File: config.mk
export PLATFORM = sky130hd
export DESIGN_NAME = ptc_top
export DESIGN_NICKNAME = d
export VERILOG_FILES = /design/src/hw/ptc_pkg.sv /design/src/hw/ptc_sync.sv /design/src/hw/ptc_top.sv
export SDC_FILE = /design/constraint.sdc
export NUM_CORES = 1
export LEC_CHECK = 0
export BUFFER_PORTS_ARGS = -buffer_cell sky130_fd_sc_hd__buf_4
export CORE_MARGIN = 8
export CORE_UTILIZATION = 35
export DETAILED_ROUTE_END_ITERATION = 7
export GPL_ROUTABILITY_DRIVEN = 0
export PLACE_DENSITY_LB_ADDON = 0.25
export SKIP_CTS_REPAIR_TIMING = 1
export SLEW_MARGIN = 20
export SYNTH_ARGS = -nofsm -noshare
export SYNTH_HDL_FRONTEND = slang
export SYNTH_SLANG_ARGS = --single-unit
export TNS_END_PERCENT = 100
File: constraint.sdc
create_clock -name clk -period 3.9 [get_ports clk]
set_input_delay 0.585 -clock clk [delete_from_list [all_inputs] [get_ports clk]]
set_output_delay 0.585 -clock clk [all_outputs]
set_load 0.005 [all_outputs]
File: src/hw/ptc_pkg.sv
// Package of register map, field layout and timing constants for the tick counter.
package ptc_pkg;
    // Register byte addresses on the AXI4-Lite bus.
    localparam logic [3:0] PTC_ADDR_STATUS_CONTROL = 4'h0;
    localparam logic [3:0] PTC_ADDR_TICK_COUNT = 4'h4;
    localparam logic [3:0] PTC_ADDR_MATCH_LIMIT = 4'h8;
    localparam logic [3:0] PTC_ADDR_IRQ_MASK = 4'hC;
    // Field positions in the status/control register.
    localparam int PTC_FLAG_BIT = 7;
    localparam int PTC_SRC_HI = 6;
    localparam int PTC_SRC_LO = 5;
    localparam int PTC_IRQ_EN_BIT = 4;
    localparam int PTC_DIV_HI = 3;
    localparam int PTC_DIV_LO = 0;
    // Reset values.
    localparam logic [7:0] PTC_COUNT_RESET = 8'h00;
    localparam logic [7:0] PTC_LIMIT_RESET = 8'h00;
    localparam logic [1:0] PTC_SRC_RESET = 2'h0;
    localparam logic [3:0] PTC_DIV_RESET = 4'h0;
    localparam logic PTC_MASK_RESET = 1'b0;
    // Source select encodings.
    localparam logic [1:0] PTC_SRC_LPO = 2'h0;
    localparam logic [1:0] PTC_SRC_EXT = 2'h1;
    // Divider select code that halts the prescaler.
    localparam logic [3:0] PTC_DIV_OFF = 4'h0;
    // AXI responses.
    localparam logic [1:0] PTC_RESP_OKAY = 2'h0;
    localparam logic [1:0] PTC_RESP_SLVERR = 2'h2;
    // Width of the prescaler stage, big enough for the largest ratio.
    localparam int PTC_PRE_W = 18;
endpackage : ptc_pkg

File: src/hw/ptc_sync.sv
// Two flip-flop synchroniser with rising-edge pulse output for a tick source.
`timescale 1ns/1ps
module ptc_sync
    import ptc_pkg::*;
(
    input wire logic clk,
    input wire logic rst,
    input wire logic async_in,
    output logic rise_pulse
);
    logic meta_ff;
    logic sync_ff;
    logic prev_ff;

    // The first stage is read only by the second stage.
    always_ff @(posedge clk)
    begin
        if (rst)
        begin
            meta_ff <= 1'b0;
            sync_ff <= 1'b0;
            prev_ff <= 1'b0;
        end
        else
        begin
            meta_ff <= async_in;
            sync_ff <= meta_ff;
            prev_ff <= sync_ff;
        end
    end

    // One pulse per rising edge of the source clock.
    assign rise_pulse = sync_ff & ~prev_ff;
endmodule : ptc_sync

File: src/hw/ptc_top.sv
// Periodic tick counter with prescaler, match limit and AXI4-Lite registers.
// Summary of operation
// - Tick count readable, bus writes ignored.
// - Reset: stopped, limit zero, prescaler off, slow oscillator.
// - Limit write clears prescaler and counter.
// - Changed source select clears prescaler and counter.
// - Changed divider select clears prescaler and counter.
// - Divider code zero keeps counting halted.
// - Three selectable tick source clocks.
// - Source bit zero picks divider table.
// - Code one on slow source divides by eight.
// - Counter counts to limit, wraps, continues.
// - Flag sets on limit to zero wrap.
// - Zero limit flags every prescaler output.
// - Interrupt when flag, enable and mask bit set.
// - Writing one to flag clears it.
// - Writing zero no effect; reset clears controls.
// - Source code 00, 01, 1x decode.
// - Two fifteen-entry divide ratio tables.
//
// The implementer's own choices: the register addresses and the AXI4-Lite slave port.
`timescale 1ns/1ps
module ptc_top
    import ptc_pkg::*;
(
    input wire logic clk,
    input wire logic rst,
    input wire logic low_power_osc_clock,
    input wire logic external_ref_clock,
    input wire logic internal_ref_clock,
    input wire logic [3:0] s_axi_awaddr,
    input wire logic s_axi_awvalid,
    output logic s_axi_awready,
    input wire logic [31:0] s_axi_wdata,
    input wire logic [3:0] s_axi_wstrb,
    input wire logic s_axi_wvalid,
    output logic s_axi_wready,
    output logic [1:0] s_axi_bresp,
    output logic s_axi_bvalid,
    input wire logic s_axi_bready,
    input wire logic [3:0] s_axi_araddr,
    input wire logic s_axi_arvalid,
    output logic s_axi_arready,
    output logic [31:0] s_axi_rdata,
    output logic [1:0] s_axi_rresp,
    output logic s_axi_rvalid,
    input wire logic s_axi_rready,
    output logic irq
);
    ////////////////////////////////////////////////////////////////////////
    // Divide ratio lookup.
    // Ratio for a divider code; zero means the prescaler is off.
    function automatic logic [PTC_PRE_W-1:0] ptc_ratio(
        input logic table_hi,
        input logic [3:0] code
    );
        logic [PTC_PRE_W-1:0] r;
        r = '0;
        unique case ({table_hi, code})
            5'h00: r = 18'h00000;
            5'h01: r = 18'h00008;
            5'h02: r = 18'h00020;
            5'h03: r = 18'h00040;
            5'h04: r = 18'h00080;
            5'h05: r = 18'h00100;
            5'h06: r = 18'h00200;
            5'h07: r = 18'h00400;
            5'h08: r = 18'h00001;
            5'h09: r = 18'h00002;
            5'h0A: r = 18'h00004;
            5'h0B: r = 18'h0000A;
            5'h0C: r = 18'h00010;
            5'h0D: r = 18'h00064;
            5'h0E: r = 18'h001F4;
            5'h0F: r = 18'h003E8;
            5'h10: r = 18'h00000;
            5'h11: r = 18'h00400;
            5'h12: r = 18'h00800;
            5'h13: r = 18'h01000;
            5'h14: r = 18'h02000;
            5'h15: r = 18'h04000;
            5'h16: r = 18'h08000;
            5'h17: r = 18'h10000;
            5'h18: r = 18'h003E8;
            5'h19: r = 18'h007D0;
            5'h1A: r = 18'h01388;
            5'h1B: r = 18'h02710;
            5'h1C: r = 18'h04E20;
            5'h1D: r = 18'h0C350;
            5'h1E: r = 18'h186A0;
            5'h1F: r = 18'h30D40;
        endcase
        return r;
    endfunction : ptc_ratio

    ////////////////////////////////////////////////////////////////////////
    // Register state.
    logic [1:0] source_select_ff;
    logic [3:0] divider_select_ff;
    logic tick_irq_enable_ff;
    logic tick_match_flag_ff;
    logic [7:0] match_limit_ff;
    logic [7:0] tick_count_ff;
    logic [PTC_PRE_W-1:0] prescale_ff;
    logic irq_mask_ff;

    ////////////////////////////////////////////////////////////////////////
    // Tick source synchronisers and selection.
    logic [2:0] src_raw;
    logic [2:0] src_rise;
    assign src_raw = {internal_ref_clock, external_ref_clock,
                      low_power_osc_clock};

    // Each source clock is brought into clk by its own synchroniser.
    genvar gi;
    generate
        for (gi = 0; gi < 3; gi++)
        begin : g_src
            ptc_sync u_sync (
                .clk(clk),
                .rst(rst),
                .async_in(src_raw[gi]),
                .rise_pulse(src_rise[gi])
            );
        end
    endgenerate

    // Upper source bit wins, so both 1x codes take the internal clock.
    logic src_tick;
    assign src_tick = source_select_ff[1] ? src_rise[2] :
                      source_select_ff[0] ? src_rise[1] :
                      src_rise[0];

    ////////////////////////////////////////////////////////////////////////
    // AXI4-Lite write channel.
    logic aw_held_ff;
    logic w_held_ff;
    logic [3:0] aw_addr_ff;
    logic [7:0] w_data_ff;
    logic w_strb0_ff;
    logic bvalid_ff;
    logic [1:0] bresp_ff;

    assign s_axi_awready = !aw_held_ff && !bvalid_ff;
    assign s_axi_wready = !w_held_ff && !bvalid_ff;
    assign s_axi_bvalid = bvalid_ff;
    assign s_axi_bresp = bresp_ff;

    // Address and data may arrive in either order; a half that arrives alone is latched.
    logic aw_take;
    logic w_take;
    logic [3:0] wr_addr;
    logic [7:0] wr_data;
    logic wr_strb0;
    logic wr_fire;
    assign aw_take = s_axi_awvalid && s_axi_awready;
    assign w_take = s_axi_wvalid && s_axi_wready;
    assign wr_addr = aw_held_ff ? aw_addr_ff : s_axi_awaddr;
    assign wr_data = w_held_ff ? w_data_ff : s_axi_wdata[7:0];
    assign wr_strb0 = w_held_ff ? w_strb0_ff : s_axi_wstrb[0];
    assign wr_fire = (aw_held_ff || aw_take) && (w_held_ff || w_take);

    // Byte lane zero carries every register; other lanes are ignored.
    logic wr_en;
    logic wr_sc;
    logic wr_lim;
    logic wr_msk;
    logic wr_known;
    assign wr_en = wr_fire && wr_strb0;
    assign wr_sc = wr_en && (wr_addr == PTC_ADDR_STATUS_CONTROL);
    assign wr_lim = wr_en && (wr_addr == PTC_ADDR_MATCH_LIMIT);
    assign wr_msk = wr_en && (wr_addr == PTC_ADDR_IRQ_MASK);
    assign wr_known = wr_addr[1:0] == 2'h0;

    // Holding registers keep whichever half arrived first.
    always_ff @(posedge clk)
    begin
        if (rst)
        begin
            aw_held_ff <= 1'b0;
            w_held_ff <= 1'b0;
            aw_addr_ff <= 4'h0;
            w_data_ff <= 8'h00;
            w_strb0_ff <= 1'b0;
        end
        else if (wr_fire)
        begin
            aw_held_ff <= 1'b0;
            w_held_ff <= 1'b0;
        end
        else
        begin
            if (aw_take)
            begin
                aw_held_ff <= 1'b1;
                aw_addr_ff <= s_axi_awaddr;
            end
            if (w_take)
            begin
                w_held_ff <= 1'b1;
                w_data_ff <= s_axi_wdata[7:0];
                w_strb0_ff <= s_axi_wstrb[0];
            end
        end
    end

    // Response one cycle after both halves are in; unmapped gives SLVERR.
    always_ff @(posedge clk)
    begin
        if (rst)
        begin
            bvalid_ff <= 1'b0;
            bresp_ff <= PTC_RESP_OKAY;
        end
        else if (wr_fire)
        begin
            bvalid_ff <= 1'b1;
            bresp_ff <= wr_known ? PTC_RESP_OKAY : PTC_RESP_SLVERR;
        end
        else if (s_axi_bready)
        begin
            bvalid_ff <= 1'b0;
        end
    end

    ////////////////////////////////////////////////////////////////////////
    // Control fields and clearing conditions.
    logic [1:0] wr_src;
    logic [3:0] wr_div;
    logic src_change;
    logic div_change;
    logic restart;
    assign wr_src = wr_data[PTC_SRC_HI:PTC_SRC_LO];
    assign wr_div = wr_data[PTC_DIV_HI:PTC_DIV_LO];
    assign src_change = wr_sc && (wr_src != source_select_ff);
    assign div_change = wr_sc && (wr_div != divider_select_ff);
    // Any limit write restarts the count, whatever the value.
    assign restart = wr_lim || src_change || div_change;

    // Control bits; a write of the same value leaves them and the count.
    always_ff @(posedge clk)
    begin
        if (rst)
        begin
            source_select_ff <= PTC_SRC_RESET;
            divider_select_ff <= PTC_DIV_RESET;
            tick_irq_enable_ff <= 1'b0;
            match_limit_ff <= PTC_LIMIT_RESET;
            irq_mask_ff <= PTC_MASK_RESET;
        end
        else
        begin
            if (wr_sc)
            begin
                source_select_ff <= wr_src;
                divider_select_ff <= wr_div;
                tick_irq_enable_ff <= wr_data[PTC_IRQ_EN_BIT];
            end
            if (wr_lim)
            begin
                match_limit_ff <= wr_data;
            end
            if (wr_msk)
            begin
                irq_mask_ff <= wr_data[0];
            end
        end
    end

    ////////////////////////////////////////////////////////////////////////
    // Prescaler and tick counter.
    logic [PTC_PRE_W-1:0] ratio;
    logic run;
    logic pre_out;
    logic wrap;
    assign ratio = ptc_ratio(source_select_ff[0], divider_select_ff);
    assign run = divider_select_ff != PTC_DIV_OFF;
    // One prescaler output per ratio source edges.
    assign pre_out = run && src_tick && (prescale_ff == ratio - 18'h00001);
    // Zero limit makes every prescaler output a wrap.
    assign wrap = pre_out && (tick_count_ff == match_limit_ff);

    // Counter steps only on prescaler output and clears on restart or halt, never loads bus data.
    always_ff @(posedge clk)
    begin
        if (rst || restart || !run)
        begin
            prescale_ff <= '0;
            tick_count_ff <= PTC_COUNT_RESET;
        end
        else if (src_tick)
        begin
            prescale_ff <= pre_out ? '0 : prescale_ff + 18'h00001;
            if (pre_out)
            begin
                tick_count_ff <= wrap ? PTC_COUNT_RESET
                                      : tick_count_ff + 8'h01;
            end
        end
    end

    ////////////////////////////////////////////////////////////////////////
    // Match flag and interrupt.
    logic flag_clr;
    assign flag_clr = wr_sc && wr_data[PTC_FLAG_BIT];

    // A wrap in the clear cycle wins so the event is kept.
    always_ff @(posedge clk)
    begin
        if (rst)
        begin
            tick_match_flag_ff <= 1'b0;
        end
        else if (wrap)
        begin
            tick_match_flag_ff <= 1'b1;
        end
        else if (flag_clr)
        begin
            tick_match_flag_ff <= 1'b0;
        end
    end

    // Enable bit and mask register both gate the flag.
    assign irq = tick_match_flag_ff && tick_irq_enable_ff
                 && irq_mask_ff;

    ////////////////////////////////////////////////////////////////////////
    // AXI4-Lite read channel.
    logic rvalid_ff;
    logic [31:0] rdata_ff;
    logic [1:0] rresp_ff;
    logic [7:0] sc_view;
    logic [7:0] rd_byte;
    logic rd_known;
    assign s_axi_arready = !rvalid_ff;
    assign s_axi_rvalid = rvalid_ff;
    assign s_axi_rdata = rdata_ff;
    assign s_axi_rresp = rresp_ff;
    assign sc_view = {tick_match_flag_ff, source_select_ff,
                      tick_irq_enable_ff, divider_select_ff};
    assign rd_known = s_axi_araddr[1:0] == 2'h0;
    assign rd_byte =
        (s_axi_araddr == PTC_ADDR_STATUS_CONTROL) ? sc_view :
        (s_axi_araddr == PTC_ADDR_TICK_COUNT) ? tick_count_ff :
        (s_axi_araddr == PTC_ADDR_MATCH_LIMIT) ? match_limit_ff :
        (s_axi_araddr == PTC_ADDR_IRQ_MASK) ? {7'h00, irq_mask_ff} :
        8'h00;

    // Read data is captured whole in one clk edge, so it never tears.
    always_ff @(posedge clk)
    begin
        if (rst)
        begin
            rvalid_ff <= 1'b0;
            rdata_ff <= 32'h00000000;
            rresp_ff <= PTC_RESP_OKAY;
        end
        else if (s_axi_arvalid && !rvalid_ff)
        begin
            rvalid_ff <= 1'b1;
            rdata_ff <= {24'h000000, rd_byte};
            rresp_ff <= rd_known ? PTC_RESP_OKAY : PTC_RESP_SLVERR;
        end
        else if (s_axi_rready)
        begin
            rvalid_ff <= 1'b0;
        end
    end
endmodule : ptc_top

# Yosys cells after proc, flatten, opt, wreduce, memory -nomap -nowiden

Memory sizes are Yosys's and may differ from the RTL's. A register that Yosys moved wholly into a read port is not among the register bits.
Cells that the tools add are included.

Flip-flop bits (word level): 81
Latch bits: 0
Memory bits (writable): 0
ROM bits: 576
Input bits: 54
Word-level logic and storage cells: 109
Memories: 1

Add/subtract/negate cells: 3
Multipliers: 0
Divide/modulo/power cells: 0
$lt $le $gt $ge: 0
Eq/ne operators: 9
Shift-type cells: 0
Muxes and demuxes: 21
Bitwise operators: 7
Reduce and logical (&&, ||, !) cells: 41

Memory list:

| name            | depth | width | read ports | clocked after memory_dff | wr ports | RTL line      | text |
|---|---|---|---|---|---|---|---|
| (no name shown) | 32    | 18    | 1          | 1                        | 0        | ptc_top.sv:59 | `unique case ({table_hi, code})` |

Operators by type and width:

| cell                  | count |
|---|---|
| $mux 8                | 5 |
| $add 18x1->18 const B | 1 |
| $eq 18x18->1          | 1 |
| $logic_and 1x1->1     | 18 |
| $mux 18               | 1 |
| $sub 18x1->18 const B | 1 |
| $eq 4x4->1 const B    | 4 |
| $mux 1                | 10 |
| $mux 5                | 2 |
| $add 8x1->8 const B   | 1 |
| $eq 8x8->1            | 1 |
| $logic_not 4->1       | 2 |
| $logic_or 1x1->1      | 6 |
| $reduce_and 2->1      | 3 |
| $reduce_bool 2->1     | 3 |
| $logic_not 1->1       | 5 |
| $eq 4x3->1 const B    | 1 |
| $logic_not 2->1       | 2 |
| $mux 2                | 2 |
| $mux 4                | 1 |
| $ne 4x4->1            | 1 |
| $not 1->1             | 4 |
| $reduce_bool 4->1     | 1 |
| $and 1x1->1           | 3 |
| other kinds (2)       | 2 |

# Longest topological paths before layout

Gate-level depths: netlist (run 1).

Depth in word-level cells: 12
Mapped depth: 12
Mapped depth without buffers: 9

# Hierarchy

From an unflattened synthesis (run 1), not the netlist that was laid out.

Cells, all modules: 634
Area total of the unflattened synthesis: 5337.6 sq um

By module, submodules not included:

| module   | instances | cells an instance | area an instance (sq um) | sequential area each (sq um) |
|---|---|---|---|---|
| ptc_top  | 1         | 613               | 5074.9                   | 1761.7 |
| ptc_sync | 3         | 7                 | 87.6                     | 60.1 |

# Worst setup path before layout (run 1)

Ideal clock, no wire load.

Path kind: register to register
Start point: reg ratio[0] (netlist name)
End point: reg tick_count_ff[7]
Arrival: 2.926 ns
Slack: 0.903 ns
Cell stages (with the launch flop): 12
Path through: dfxtp_1 inv_1 ha_1 or4b_1 buf_2 nor4_1 xnor2_1 o2111ai_1 or4_1 buf_2 or4_1 a21oi_1

Cells in the longest elaborated chain, start to end: 5
Elaborated cells between the ends (all ways): 6
Classes of those cells: add/sub: 1; eq/ne: 1; mux: 1; reduce/logical: 3

Ends and longest elaborated chain:

| element               | RTL line       | text |
|---|---|---|
| $sub 18x1->18 (*)     | ptc_top.sv:279 | `assign pre_out = run && src_tick && (prescale_ff == ratio - 18'h00001);` |
| $eq 18x18->1 (*)      | ptc_top.sv:279 |  |
| $logic_and 1x1->1 (*) | ptc_top.sv:279 |  |
| $logic_and 1x1->1     | ptc_top.sv:281 | `assign wrap = pre_out && (tick_count_ff == match_limit_ff);` |
| $mux 8                | ptc_top.sv:296 | `tick_count_ff <= wrap ? PTC_COUNT_RESET` |
| end signal, assigned  | ptc_top.sv:296 |  |
| end, declared         | ptc_top.sv:103 | `logic [7:0] tick_count_ff;` |

Mark *: on every way between the ends. The rest lies on a longest branch, timed or not.
A chain may end at the register's enable or synchronous reset.

# Final worst setup path (run 1)

Start point: reg ratio[0] (netlist name)
End point: reg tick_count_ff[7]

Cells in the longest elaborated chain, start to end: 5
Elaborated cells between the ends (all ways): 6
Classes of those cells: add/sub: 1; eq/ne: 1; mux: 1; reduce/logical: 3

Ends and longest elaborated chain:

| element               | RTL line |
|---|---|
| $sub 18x1->18 (*)     | ptc_top.sv:279 |
| $eq 18x18->1 (*)      | ptc_top.sv:279 |
| $logic_and 1x1->1 (*) | ptc_top.sv:279 |
| $logic_and 1x1->1     | ptc_top.sv:281 |
| $mux 8                | ptc_top.sv:296 |

Marked as above.

==> run summary, run 1 <==
For this design the ratio of total power to cell area is 363 nW/µm². The worst hold path was traced through 2 stages. The most frequent cell after synthesis is dfxtp_1. Synthesis handed over a netlist of 615 instances. Clock tree synthesis found a total of 97 sinks.

The longest clock path from root to sink contains 2 buffers. Summed over all layers, the global routing overflow is 0. The worst min-delay path class was in -> reg. The detailed-routing iteration count for the pre-antenna-repair pass was 4. The final critical path takes up 88.9% of the cycle. Summed over all failing endpoints, the final setup total negative slack is 0 ns.

The startpoint-to-endpoint class of the critical path was reg -> reg. At the worst endpoint, the required time is 4.18 ns. After detailed routing, the number of remaining DRC violations is 0.

For the number of global-route vias before repair, the log shows 4172. Sequential cells were found to cover 37.2% of the synthesized design area. At the worst endpoint, the arrival time is 3.74 ns. The dominant register cell in the synthesized netlist was dfxtp_1. In the post-synthesis netlist, the biggest area contributors are dfxtp_1, mux2i_1, nor2_1.

Input and output buffers added on the ports amount to 42. The run gives 96 as the top-level I/O count. The detailed-route vias per instance came out at 5.15.

Later-pin clock latency in the skew report: 0.35 ns. The cell taking the most area after synthesis was dfxtp_1. The analysis attributes to cell leakage a power of 2.39 nW. Summing the areas of all compound-gate instances in the mapped netlist gives 13.5% of the synthesized area.

Yosys mapped a number of flops with a built-in enable equal to 0. After detailed routing, the average wire length per cell comes to 14.5 µm. The number of antenna violations at the first check in global routing came out at 0.

Of all flip-flops after synthesis, the portion carrying an async set or reset was 0%. The depth of the worst register-to-register path works out to 9. XOR/XNOR share of the synthesized area: 8.65%. The die area is 19100 µm². The final route contains 4310 vias. The mean cell area of the mapped netlist works out to 8.49 µm².

For the pin with the worst max-slew slack, the measured transition is 0.942 ns. The number of max-slew violations in the final report was 0; the multiplexer fraction of the synthesized cell area was 7.98%. In this run the worst path has a maximum fanout of 11.

After synthesis, the most frequently instantiated cells are dfxtp_1, nor2_1, mux2i_1, nand2_1, xor2_1. The nature of the critical path endpoint was a flip-flop. The layout overhead on the synthesized area is 13.6%. The detailed router finished its first iteration with 284 violations. The count of inserted antenna diode cells is 0, and the core area is 14500 µm². Yosys printed 0 warnings. The run finished with clean final reports. Once detailed placement completed, the half-perimeter wirelength came to 9080 µm. The x dimension of the die is 138 µm, and the clock buffer count from CTS is 9. After synthesis the netlist holds a flip-flop and latch count of 97. The tools report the number of nets in the layout as 711. After synthesis, the largest family of logic cells by area is simple AND/OR/NAND/NOR gates. Summed over its instances, the top area cell type makes up 37.2% of the synthesized netlist area. The clock edge transition at the registers on the reported setup and hold paths was 0.07 ns; the area of the mapped netlist was 5220 µm². Max-cap violations in this run came to 0. The global routing usage summed across all routing layers came out at 12.5%.

The tools report the startpoint kind of the worst setup timing path as a flip-flop. Synthesis instantiated 63 different standard cells from the library. The run gives 3 as the H-tree depth reported by CTS.

The tools report the minimum hold slack as 0.423 ns. The layout has 1495 filler cells. For this configuration, the core starts out at a cell density of 35.9%.

TritonCTS built the clock tree. The worst setup slack before clock tree synthesis came out at 0.421 ns. The first global-routing pass estimated 20400 µm of wire. The synthesized netlist devotes 23.3% of its cell area to simple gates. Setup violations remaining at the end of the flow were counted as 0. Across the VDD grid, the largest voltage drop is 0.249 mV.

Time the final worst path needs with I/O delays and setup: 3.47 ns. The detailed-route wire length was 12200 µm; the die outline height was 138 µm. The run gives 0 as the final hold violation count. The number of nets with antenna violations after detailed routing was 0. For this run, the top clock speed supported by timing is 288 MHz. The post-synthesis share of cell area spent on full adders, half adders and majority gates was 2.16%. Cells with a size suffix above 1 make up 12.1% of the layout.

Clock root buffer master: clkbuf_16. On the final layout, the worst clock skew is 0.00903 ns. The setup slack after layout is 0.432 ns. The worst max-slew margin expressed relative to the limit was 36.7%; the largest net degree at the start of global routing was 61. Setup repair after global routing left no endpoint under its margin.

For the standard-cell row count, the log shows 44.
[flip-flops by register name (all words and copies together) (netlist names), 2 cells and up]
register,flops
prescale_ff,18
ratio,18
match_limit_ff,8
s_axi_rdata,8
tick_count_ff,8
w_data_ff,8
aw_addr_ff,4
divider_select_ff,4
g_src.u_sync.meta_ff,3
g_src.u_sync.prev_ff,3
g_src.u_sync.sync_ff,3
source_select_ff,2
[area by class of cell]
cell class	instances	area (µm²)	share of cell area, %
Sequential cell	97	1940	32.8
Multi-Input combinational cell	473	3000	50.6
Inverter	14	52.6	0.886
Clock inverter	6	66.3	1.12
Tap cell	184	230	3.88
Timing Repair Buffer	53	398	6.71
Clock buffer	10	239	4.03
[power by group]
part	leakage [nW]	internal, mW	total, mW	switching (mW)
sequential	0.785	1.01	1.03	0.0236
combinational	1.45	0.0923	0.208	0.116
clock	0.153	0.517	0.909	0.392
[placed cells by master, fill, tap and decap left out, types with 4 or more instances in the layout]
cell | netlist | layout
a211oi_1 | 14 | 14
a21o_1 | 4 | 4
a21oi_1 | 27 | 27
a22oi_1 | 9 | 9
a31oi_1 | 6 | 6
and3_1 | 9 | 9
and4_1 | 4 | 4
buf_4 | 26 | 53
clkbuf_16 | 0 | 9
conb_1 | 1 | 26
dfxtp_1 | 97 | 97
ha_1 | 9 | 9
inv_1 | 13 | 13
mux2i_1 | 36 | 36
nand2_1 | 36 | 36
nand2b_1 | 5 | 5
nand3_1 | 16 | 16
nand3b_1 | 7 | 7
nand4_1 | 6 | 6
nor2_1 | 80 | 80
nor2b_1 | 12 | 12
nor3_1 | 22 | 22
nor3b_1 | 4 | 4
nor4_1 | 9 | 9
o21ai_0 | 21 | 21
o22ai_1 | 5 | 5
or3_1 | 9 | 9
or4_1 | 6 | 6
xnor2_1 | 19 | 19
xor2_1 | 30 | 30
[worst paths after layout]
path	startpoint	to	slack, ns
setup / recovery	ratio[0]	tick_count_ff[7]	0.43
setup reg to reg	ratio[0]	tick_count_ff[7]	0.43
hold / removal	s_axi_rready	s_axi_rvalid	0.42
hold reg to reg	g_src[2].u_sync.meta_ff	g_src[2].u_sync.sync_ff	0.45
[kinds of logic after synthesis]
family          Yosys count
simple gates            239
compound gates          109
flops                    97
buf+inv                  70
xor+xnor                 50
mux                      40
fa+ha+maj                 9
other cells               1
[worst max-delay path, stage by stage, from the launching register on]
cell and delay [ns]:
dfxtp_1 0.34, inv_1 0.07, ha_1 0.19, or4b_1 0.59, nor4_1 0.41, xnor2_1 0.17, o2111ai_1 0.17, or4_1 0.74
or4_1 0.57, a21oi_1 0.16
[per-layer routing]
layer / track usage [%] / vias to the layer above / share of wire, %
met1: 14.6 / 2029 / 46
met2: 21.3 / 86 / 48
met3: 4.42 / 10 / 4.9
met5: 0 / - / 0
li1: - / 2185 / -
met4: 3.09 / 0 / 0.77
[stage by stage]
step / util (%) / instances / power (mW) / area (µm²)
after floorplan: - / 640 / 1.21 / 5310
after global placement: 38.7 / 821 / 1.26 / 5620
after detailed placement: 38.7 / 821 / 1.26 / 5620
after CTS: 40.8 / 837 / 2.17 / 5930
after global routing: 40.8 / 837 / 2.24 / 5930
final: 40.8 / 837 / 2.15 / 5930
Power figures use the tool's default switching activity.
==> run 2, diff against run 1 <==
Settings changed: CORE_ASPECT_RATIO set to 0.9, CORE_UTILIZATION 35 to 51, GPL_ROUTABILITY_DRIVEN 0 to 1.
==> run summary, run 2 (same netlist as run 1, synthesis figures left out) <==
The required arrival time at the worst endpoint is 4.17 ns (about the same), and the final period utilization is 86.3% (-2.7 points). The logs give 0 (unchanged) for the number of nets with antenna violations after detailed routing and 18.1% (+5.6 points) for the global routing usage summed across all routing layers. The final worst clock skew is 0.00806 ns (-0.000976 ns).

The logs give 2 (unchanged) for the maximum buffer depth of the clock tree and 0 (unchanged) for the post-route DRC violation count. The number of sinks handled by clock tree synthesis was 97 (unchanged). The worst setup path is captured at a flip-flop.

Total half-perimeter wirelength after legalization and detailed placement: 8870 µm (-2.3%). The count of inserted antenna diode cells is 0 (unchanged), and the data arrival time of the critical path is 3.63 ns (-0.11 ns). For the number of standard cells in the layout, taps in and fillers out, the log shows 779 (-6.9%). Initial cell density of the core: 51.6% (+16 points). The largest net degree at the start of global routing came out at 61 (unchanged). The flow ran to the end, and the final reports show no timing, DRC or antenna violations. The layout overhead on the synthesized area was 12.1%.

At the end of routability-driven placement, the weighted congestion stood at 0.882. The run gives 12000 µm (-0.95%) as the detailed-route wire length. The detailed-route via count came out at 4390 (+1.9%).

The startpoint kind of the worst setup timing path was a flip-flop. Number of setup violations in the final report: 0 (unchanged). Worst min-delay path class: in -> reg.

The logs give 0.302 mV (+21%) for the worst IR drop on VDD and 20400 µm (-0.17%) for the global-route wire length before repair. The die area is 13700 µm² (-28%). The number of antenna violations at the first check in global routing was 0 (unchanged).

For the overall overflow remaining after global route, the log shows 0 (unchanged). The number of global-route vias before repair is 4340 (+4.0%). The post-route total power is 2.19 mW (+1.7%). The run gives 925 (-38%) as the number of inserted filler cells in the final layout. The clock edge transition at the registers on the reported setup and hold paths was 0.07 ns (about the same); the top-level I/O count was 96 (unchanged). The run gives 708 (-0.42%) as the number of nets in the layout. The slew of the pin with the lowest slew margin is 0.872 ns (-0.0701 ns), and the core area is 10100 µm² (-30%). Worst-path maximum fanout: 16 (+5). Die outline height: 112 µm (-19%). The worst setup slack before clock tree synthesis came out at 0.599 ns (+0.178 ns). The logs give 0.35 ns (about the same) for the later-pin clock latency in the skew report and 763 (-7.1%) for the number of placed cells counting well taps. For the setup total negative slack, the log shows 0 ns (unchanged).

The run gives 297 MHz (+3.1%) as the highest attainable clock frequency. Setup repair after global routing left no endpoint under its margin. The library cell used most frequently in the layout, excluding fill and tap cells, is dfxtp_1.

TritonCTS built the clock tree. The setup slack after layout was 0.536 ns (+0.104 ns). The total of buffers placed on input and output ports was 42 (unchanged).

The cell sitting at the root of the clock tree is a clkbuf_16. The detailed-route vias per instance is 5.64 (+9.4%), and the number of max-slew violations in the final report is 0 (unchanged). The fraction of layout cells with a size suffix above 1 is 11.7% (-0.41 points), and the routed length per placed instance is 15.4 µm (+6.4%). The max-cap violation count was 0 (unchanged). Startpoint-to-endpoint class of the critical path: reg -> reg.

The worst max-slew margin expressed relative to the limit is 41.4% (+4.7 points). The x dimension of the die is 123 µm (-11%). The time the final worst path needs with I/O delays and setup came out at 3.36 ns (-0.104 ns). For the clock buffer count from CTS, the log shows 9 (unchanged). The tools report the H-tree depth reported by CTS as 3 (unchanged).

The top cell types in the final layout, fill and taps aside, are dfxtp_1, nor2_1, buf_4, nand2_1, mux2i_1. The logs give 0 (unchanged) for the final hold violation count and 2.37 nW (-0.71%) for the leakage power. The iteration-0 DRC count of the detailed router was 225 (-21%); the power per unit of standard cell area was 374 nW/µm² (+3.1%).

The tools report the detailed-routing iteration count for the pre-antenna-repair pass as 5 (+1). The standard-cell row count was 35 (-20%).
run 2: cell types whose count changed in the layout (fill, tap and decap cells not counted):
cell / delta
clkinvlp_4: +2
clkbuf_8: -1
clkinv_4: -2
bufinv_16: +1
buf_4: -3
run 2: final cells by class:
class	count	area (µm²)	share of cell area, %
clock buffer	9	225	3.85
timing repair buffer	50	375	6.42
clock inverter	7	93.8	1.60
tap	129	161	2.76
inverter	14	52.6	0.898
multi-input combinational	473	3000	51.3
sequential	97	1940	33.2
run 2: worst max-delay path, stage by stage (launching register included):
cell and delay, ns:
dfxtp_1 0.35, inv_1 0.07, ha_1 0.20, or4b_1 0.61, nor4_1 0.38, xnor2_1 0.16
o2111ai_1 0.16, or4_1 0.61, buf_4 0.23, or3_1 0.36, a21oi_1 0.16
run 2: worst paths after layout:
path                                              start                       to  slack (ns)  cells past startpoint
worst max-delay path                           ratio[0]         tick_count_ff[6]        0.54                     10
worst min-delay path                       s_axi_rready             s_axi_rvalid        0.42                      2
worst max register to register                 ratio[0]         tick_count_ff[6]        0.54                     10
worst min register to register  g_src[2].u_sync.meta_ff  g_src[2].u_sync.sync_ff        0.44                      1
run 2: power breakdown:
group,leakage (nW),switching [mW],internal [mW]
Clock,0.152,0.386,0.562
Sequential,0.785,0.0250,1.01
Combinational,1.44,0.115,0.0903
Total,2.37,0.526,1.66
run 2: layer usage:
layer	vias to the layer above	track usage (%)	wire, µm
met5	-	0	0
met3	16	4.30	628
met1	2082	23.0	5650
li1	2184	-	-
met4	0	6.25	180
met2	108	29.1	5580
run 2: per-stage QoR:
stage	instance area, µm²	hold slack [ns]	util, %
floorplan	5310	0.414	-
global placement	5530	0.419	54.7
detailed placement	5530	0.432	54.7
CTS	5850	0.412	57.8
global route	5850	0.423	57.8
finish	5850	0.418	57.8
==> run 3, diff against run 2 <==
Settings changed: BUFFER_PORTS_ARGS -buffer_cell sky130_fd_sc_hd__buf_4 to -buffer_cell sky130_fd_sc_hd__clkbuf_2.
==> run summary, run 3 (same netlist as run 1, synthesis figures left out) <==
The overall overflow remaining after global route was 0 (unchanged). The x dimension of the die came out at 123 µm (unchanged). The tools report the sink of the worst hold path as s_axi_rvalid.

The fraction of layout cells with a size suffix above 1 is 11.8% (+0.12 points), and the total half-perimeter wirelength after legalization and detailed placement is 8890 µm (+0.29%). The slew of the pin with the lowest slew margin came out at 0.933 ns (+0.0605 ns). The cell sitting at the root of the clock tree is a clkbuf_16. The total of buffers placed on input and output ports is 42 (unchanged).

For the largest net degree at the start of global routing, the log shows 49 (-20%). The logs give 37.3% (-4.1 points) for the worst max-slew margin expressed relative to the limit and 4438 (+1.1%) for the detailed-route via count. The delay contributed by the slowest stage of the critical path came out at 0.73 ns (+0.12 ns). The core area is 10100 µm² (unchanged).

The global routing usage summed across all routing layers is 17.6% (-0.47 points), and the number of nets with antenna violations after detailed routing is 0 (unchanged). Clock edge transition at the registers on the reported setup and hold paths: 0.07 ns (about the same). The run gives 0.340 mV (+13%) as the worst IR drop on VDD. TritonCTS built the clock tree. The run gives 0 (unchanged) as the count of inserted antenna diode cells. The final hold violation count was 0 (unchanged); the area of combinational cells with multiple inputs was 3000 µm² (unchanged).

The iteration-0 DRC count of the detailed router is 227 (+0.89%), and the number of max-slew violations in the final report is 0 (unchanged). Setup repair after global routing left no endpoint under its margin. The tools report the minimum hold slack as 0.413 ns (-0.00505 ns). For this design, the slowest cell found on the critical path is or4_1. The worst setup path is captured at a flip-flop.

The setup total negative slack is 0 ns (unchanged), and the maximum buffer depth of the clock tree is 2 (unchanged). For the setup slack after layout, the log shows 0.478 ns (-0.0580 ns). The global-route wire length before repair is 20000 µm (-1.9%). Startpoint kind of the worst setup timing path: a flip-flop.

The die area was 13700 µm² (unchanged); the max-cap violation count was 0 (unchanged). The detailed-route vias per instance was 5.68 (+0.83%); the layout overhead on the synthesized area was 9.88%. The routed length per placed instance came out at 15.3 µm (-0.65%). The number of sinks handled by clock tree synthesis was 97 (unchanged).

The tools report the post-route DRC violation count as 0 (unchanged). The tools report the standard-cell row count as 35 (unchanged). The number of buffer and inverter instances along the worst setup path is 2 (unchanged). The depth of the worst register-to-register path was 10 (unchanged). The H-tree depth reported by CTS is 3 (unchanged), and the final worst clock skew is 0.00896 ns (+0.000905 ns).

The commonest non-fill, non-tap cell in the layout was dfxtp_1. The tools report the number of nets in the layout as 710 (+0.28%). Leakage power: 2.34 nW (-1.2%). The number of antenna violations at the first check in global routing came out at 0 (unchanged). The critical path goes through inv_1 -> ha_1 -> or4b_1 -> nor4_1 -> xnor2_1 -> o2111ai_1 -> or4_1 -> buf_4 -> or3_1 -> a21oi_1.

The top-level I/O count is 96 (unchanged), and the power per unit of standard cell area is 368 nW/µm² (-1.7%). The number of cells on the worst hold path was 2 (unchanged); the detailed-routing iteration count for the pre-antenna-repair pass was 4 (-1). The clock buffer count from CTS is 9 (unchanged).

The tools report the detailed-route wire length as 12000 µm (-0.39%). Number of setup violations in the final report: 0 (unchanged). The logs give 4254 (-2.0%) for the number of global-route vias before repair and 1940 µm² (unchanged) for the area taken by flip-flops and latches. The die outline height was 112 µm (unchanged); the post-route total power was 2.11 mW (-3.6%). The tools report the required arrival time at the worst endpoint as 4.17 ns (about the same). For the register-to-register setup slack, the log shows 0.48 ns (-0.06 ns).

Launch point of the worst reg-to-reg path: ratio[0]. Capture point of the worst reg-to-reg path: tick_count_ff[3]. The run finished with clean final reports.

Initial cell density of the core: 51.6% (unchanged). Number of inserted filler cells in the final layout: 930 (+0.54%). The startpoint-to-endpoint class of the critical path was reg -> reg. The tools report the placer congestion estimate as 0.840 (-4.7%). The launch point of the worst hold path was s_axi_rready. The data arrival time of the critical path was 3.69 ns (+0.06 ns). The worst min-delay path class was in -> reg. The final period utilization works out to 87.8% (+1.5 points). The worst-path maximum fanout came out at 9 (-7). Later-pin clock latency in the skew report: 0.35 ns (about the same). The time the final worst path needs with I/O delays and setup works out to 3.42 ns (+0.0580 ns). The worst setup slack before clock tree synthesis is 0.495 ns (-0.104 ns). For the highest attainable clock frequency, the log shows 292 MHz (-1.7%).

In this design, the largest share of critical-path delay is due to simple AND/OR/NAND/NOR gates. The top cell types in the final layout, fill and taps aside, are dfxtp_1, nor2_1, clkbuf_2, nand2_1, mux2i_1.
run 3: routing by layer:
layer	vias up	share of wire [%]	GRT usage (%)
met5	-	0	0
met4	0	1.2	5.19
met3	17	6.7	4.40
met2	152	46	28.6
met1	2070	46	22.4
li1	2199	-	-
run 3: final cells by class:
type	count	share of cell area (%)
clock buffers	10	3.99
well taps	129	2.81
inverters	14	0.916
multi-input cells	473	52.3
clock inverters	6	1.13
flip-flops and latches	97	33.9
repair buffers	52	4.97
run 3: power by group:
| part | switching (mW) | internal, mW |
|---|---|---|
| sequential | 0.0249 | 1.01 |
| clock | 0.379 | 0.500 |
| combinational | 0.115 | 0.0811 |
run 3: through the flow:
stage / utilization [%] / cell area (µm²) / std cells
final: 56.7 / 5740 / 781
after global routing: 56.7 / 5740 / 781
after CTS: 56.7 / 5740 / 781
after detailed placement: 53.8 / 5440 / 765
after global placement: 53.8 / 5440 / 765
after floorplan: - / 5310 / 640
run 3: worst max path at each step:
| stage | end | depth (start not counted) | slack, ns | startpoint |
|---|---|---|---|---|
| 6_report | tick_count_ff[3] | 10 | 0.48 | ratio[0] |
| 5_1_grt | tick_count_ff[3] | 10 | 0.27 | ratio[0] |
| 4_1_cts | tick_count_ff[3] | 10 | 0.47 | ratio[0] |
| 3_5_place_dp | tick_count_ff[3] | 10 | 0.49 | ratio[0] |
| 3_3_place_gp | tick_count_ff[4] | 10 | 0.58 | ratio[0] |
| 2_1_floorplan | tick_count_ff[7] | 11 | 0.90 | ratio[0] |
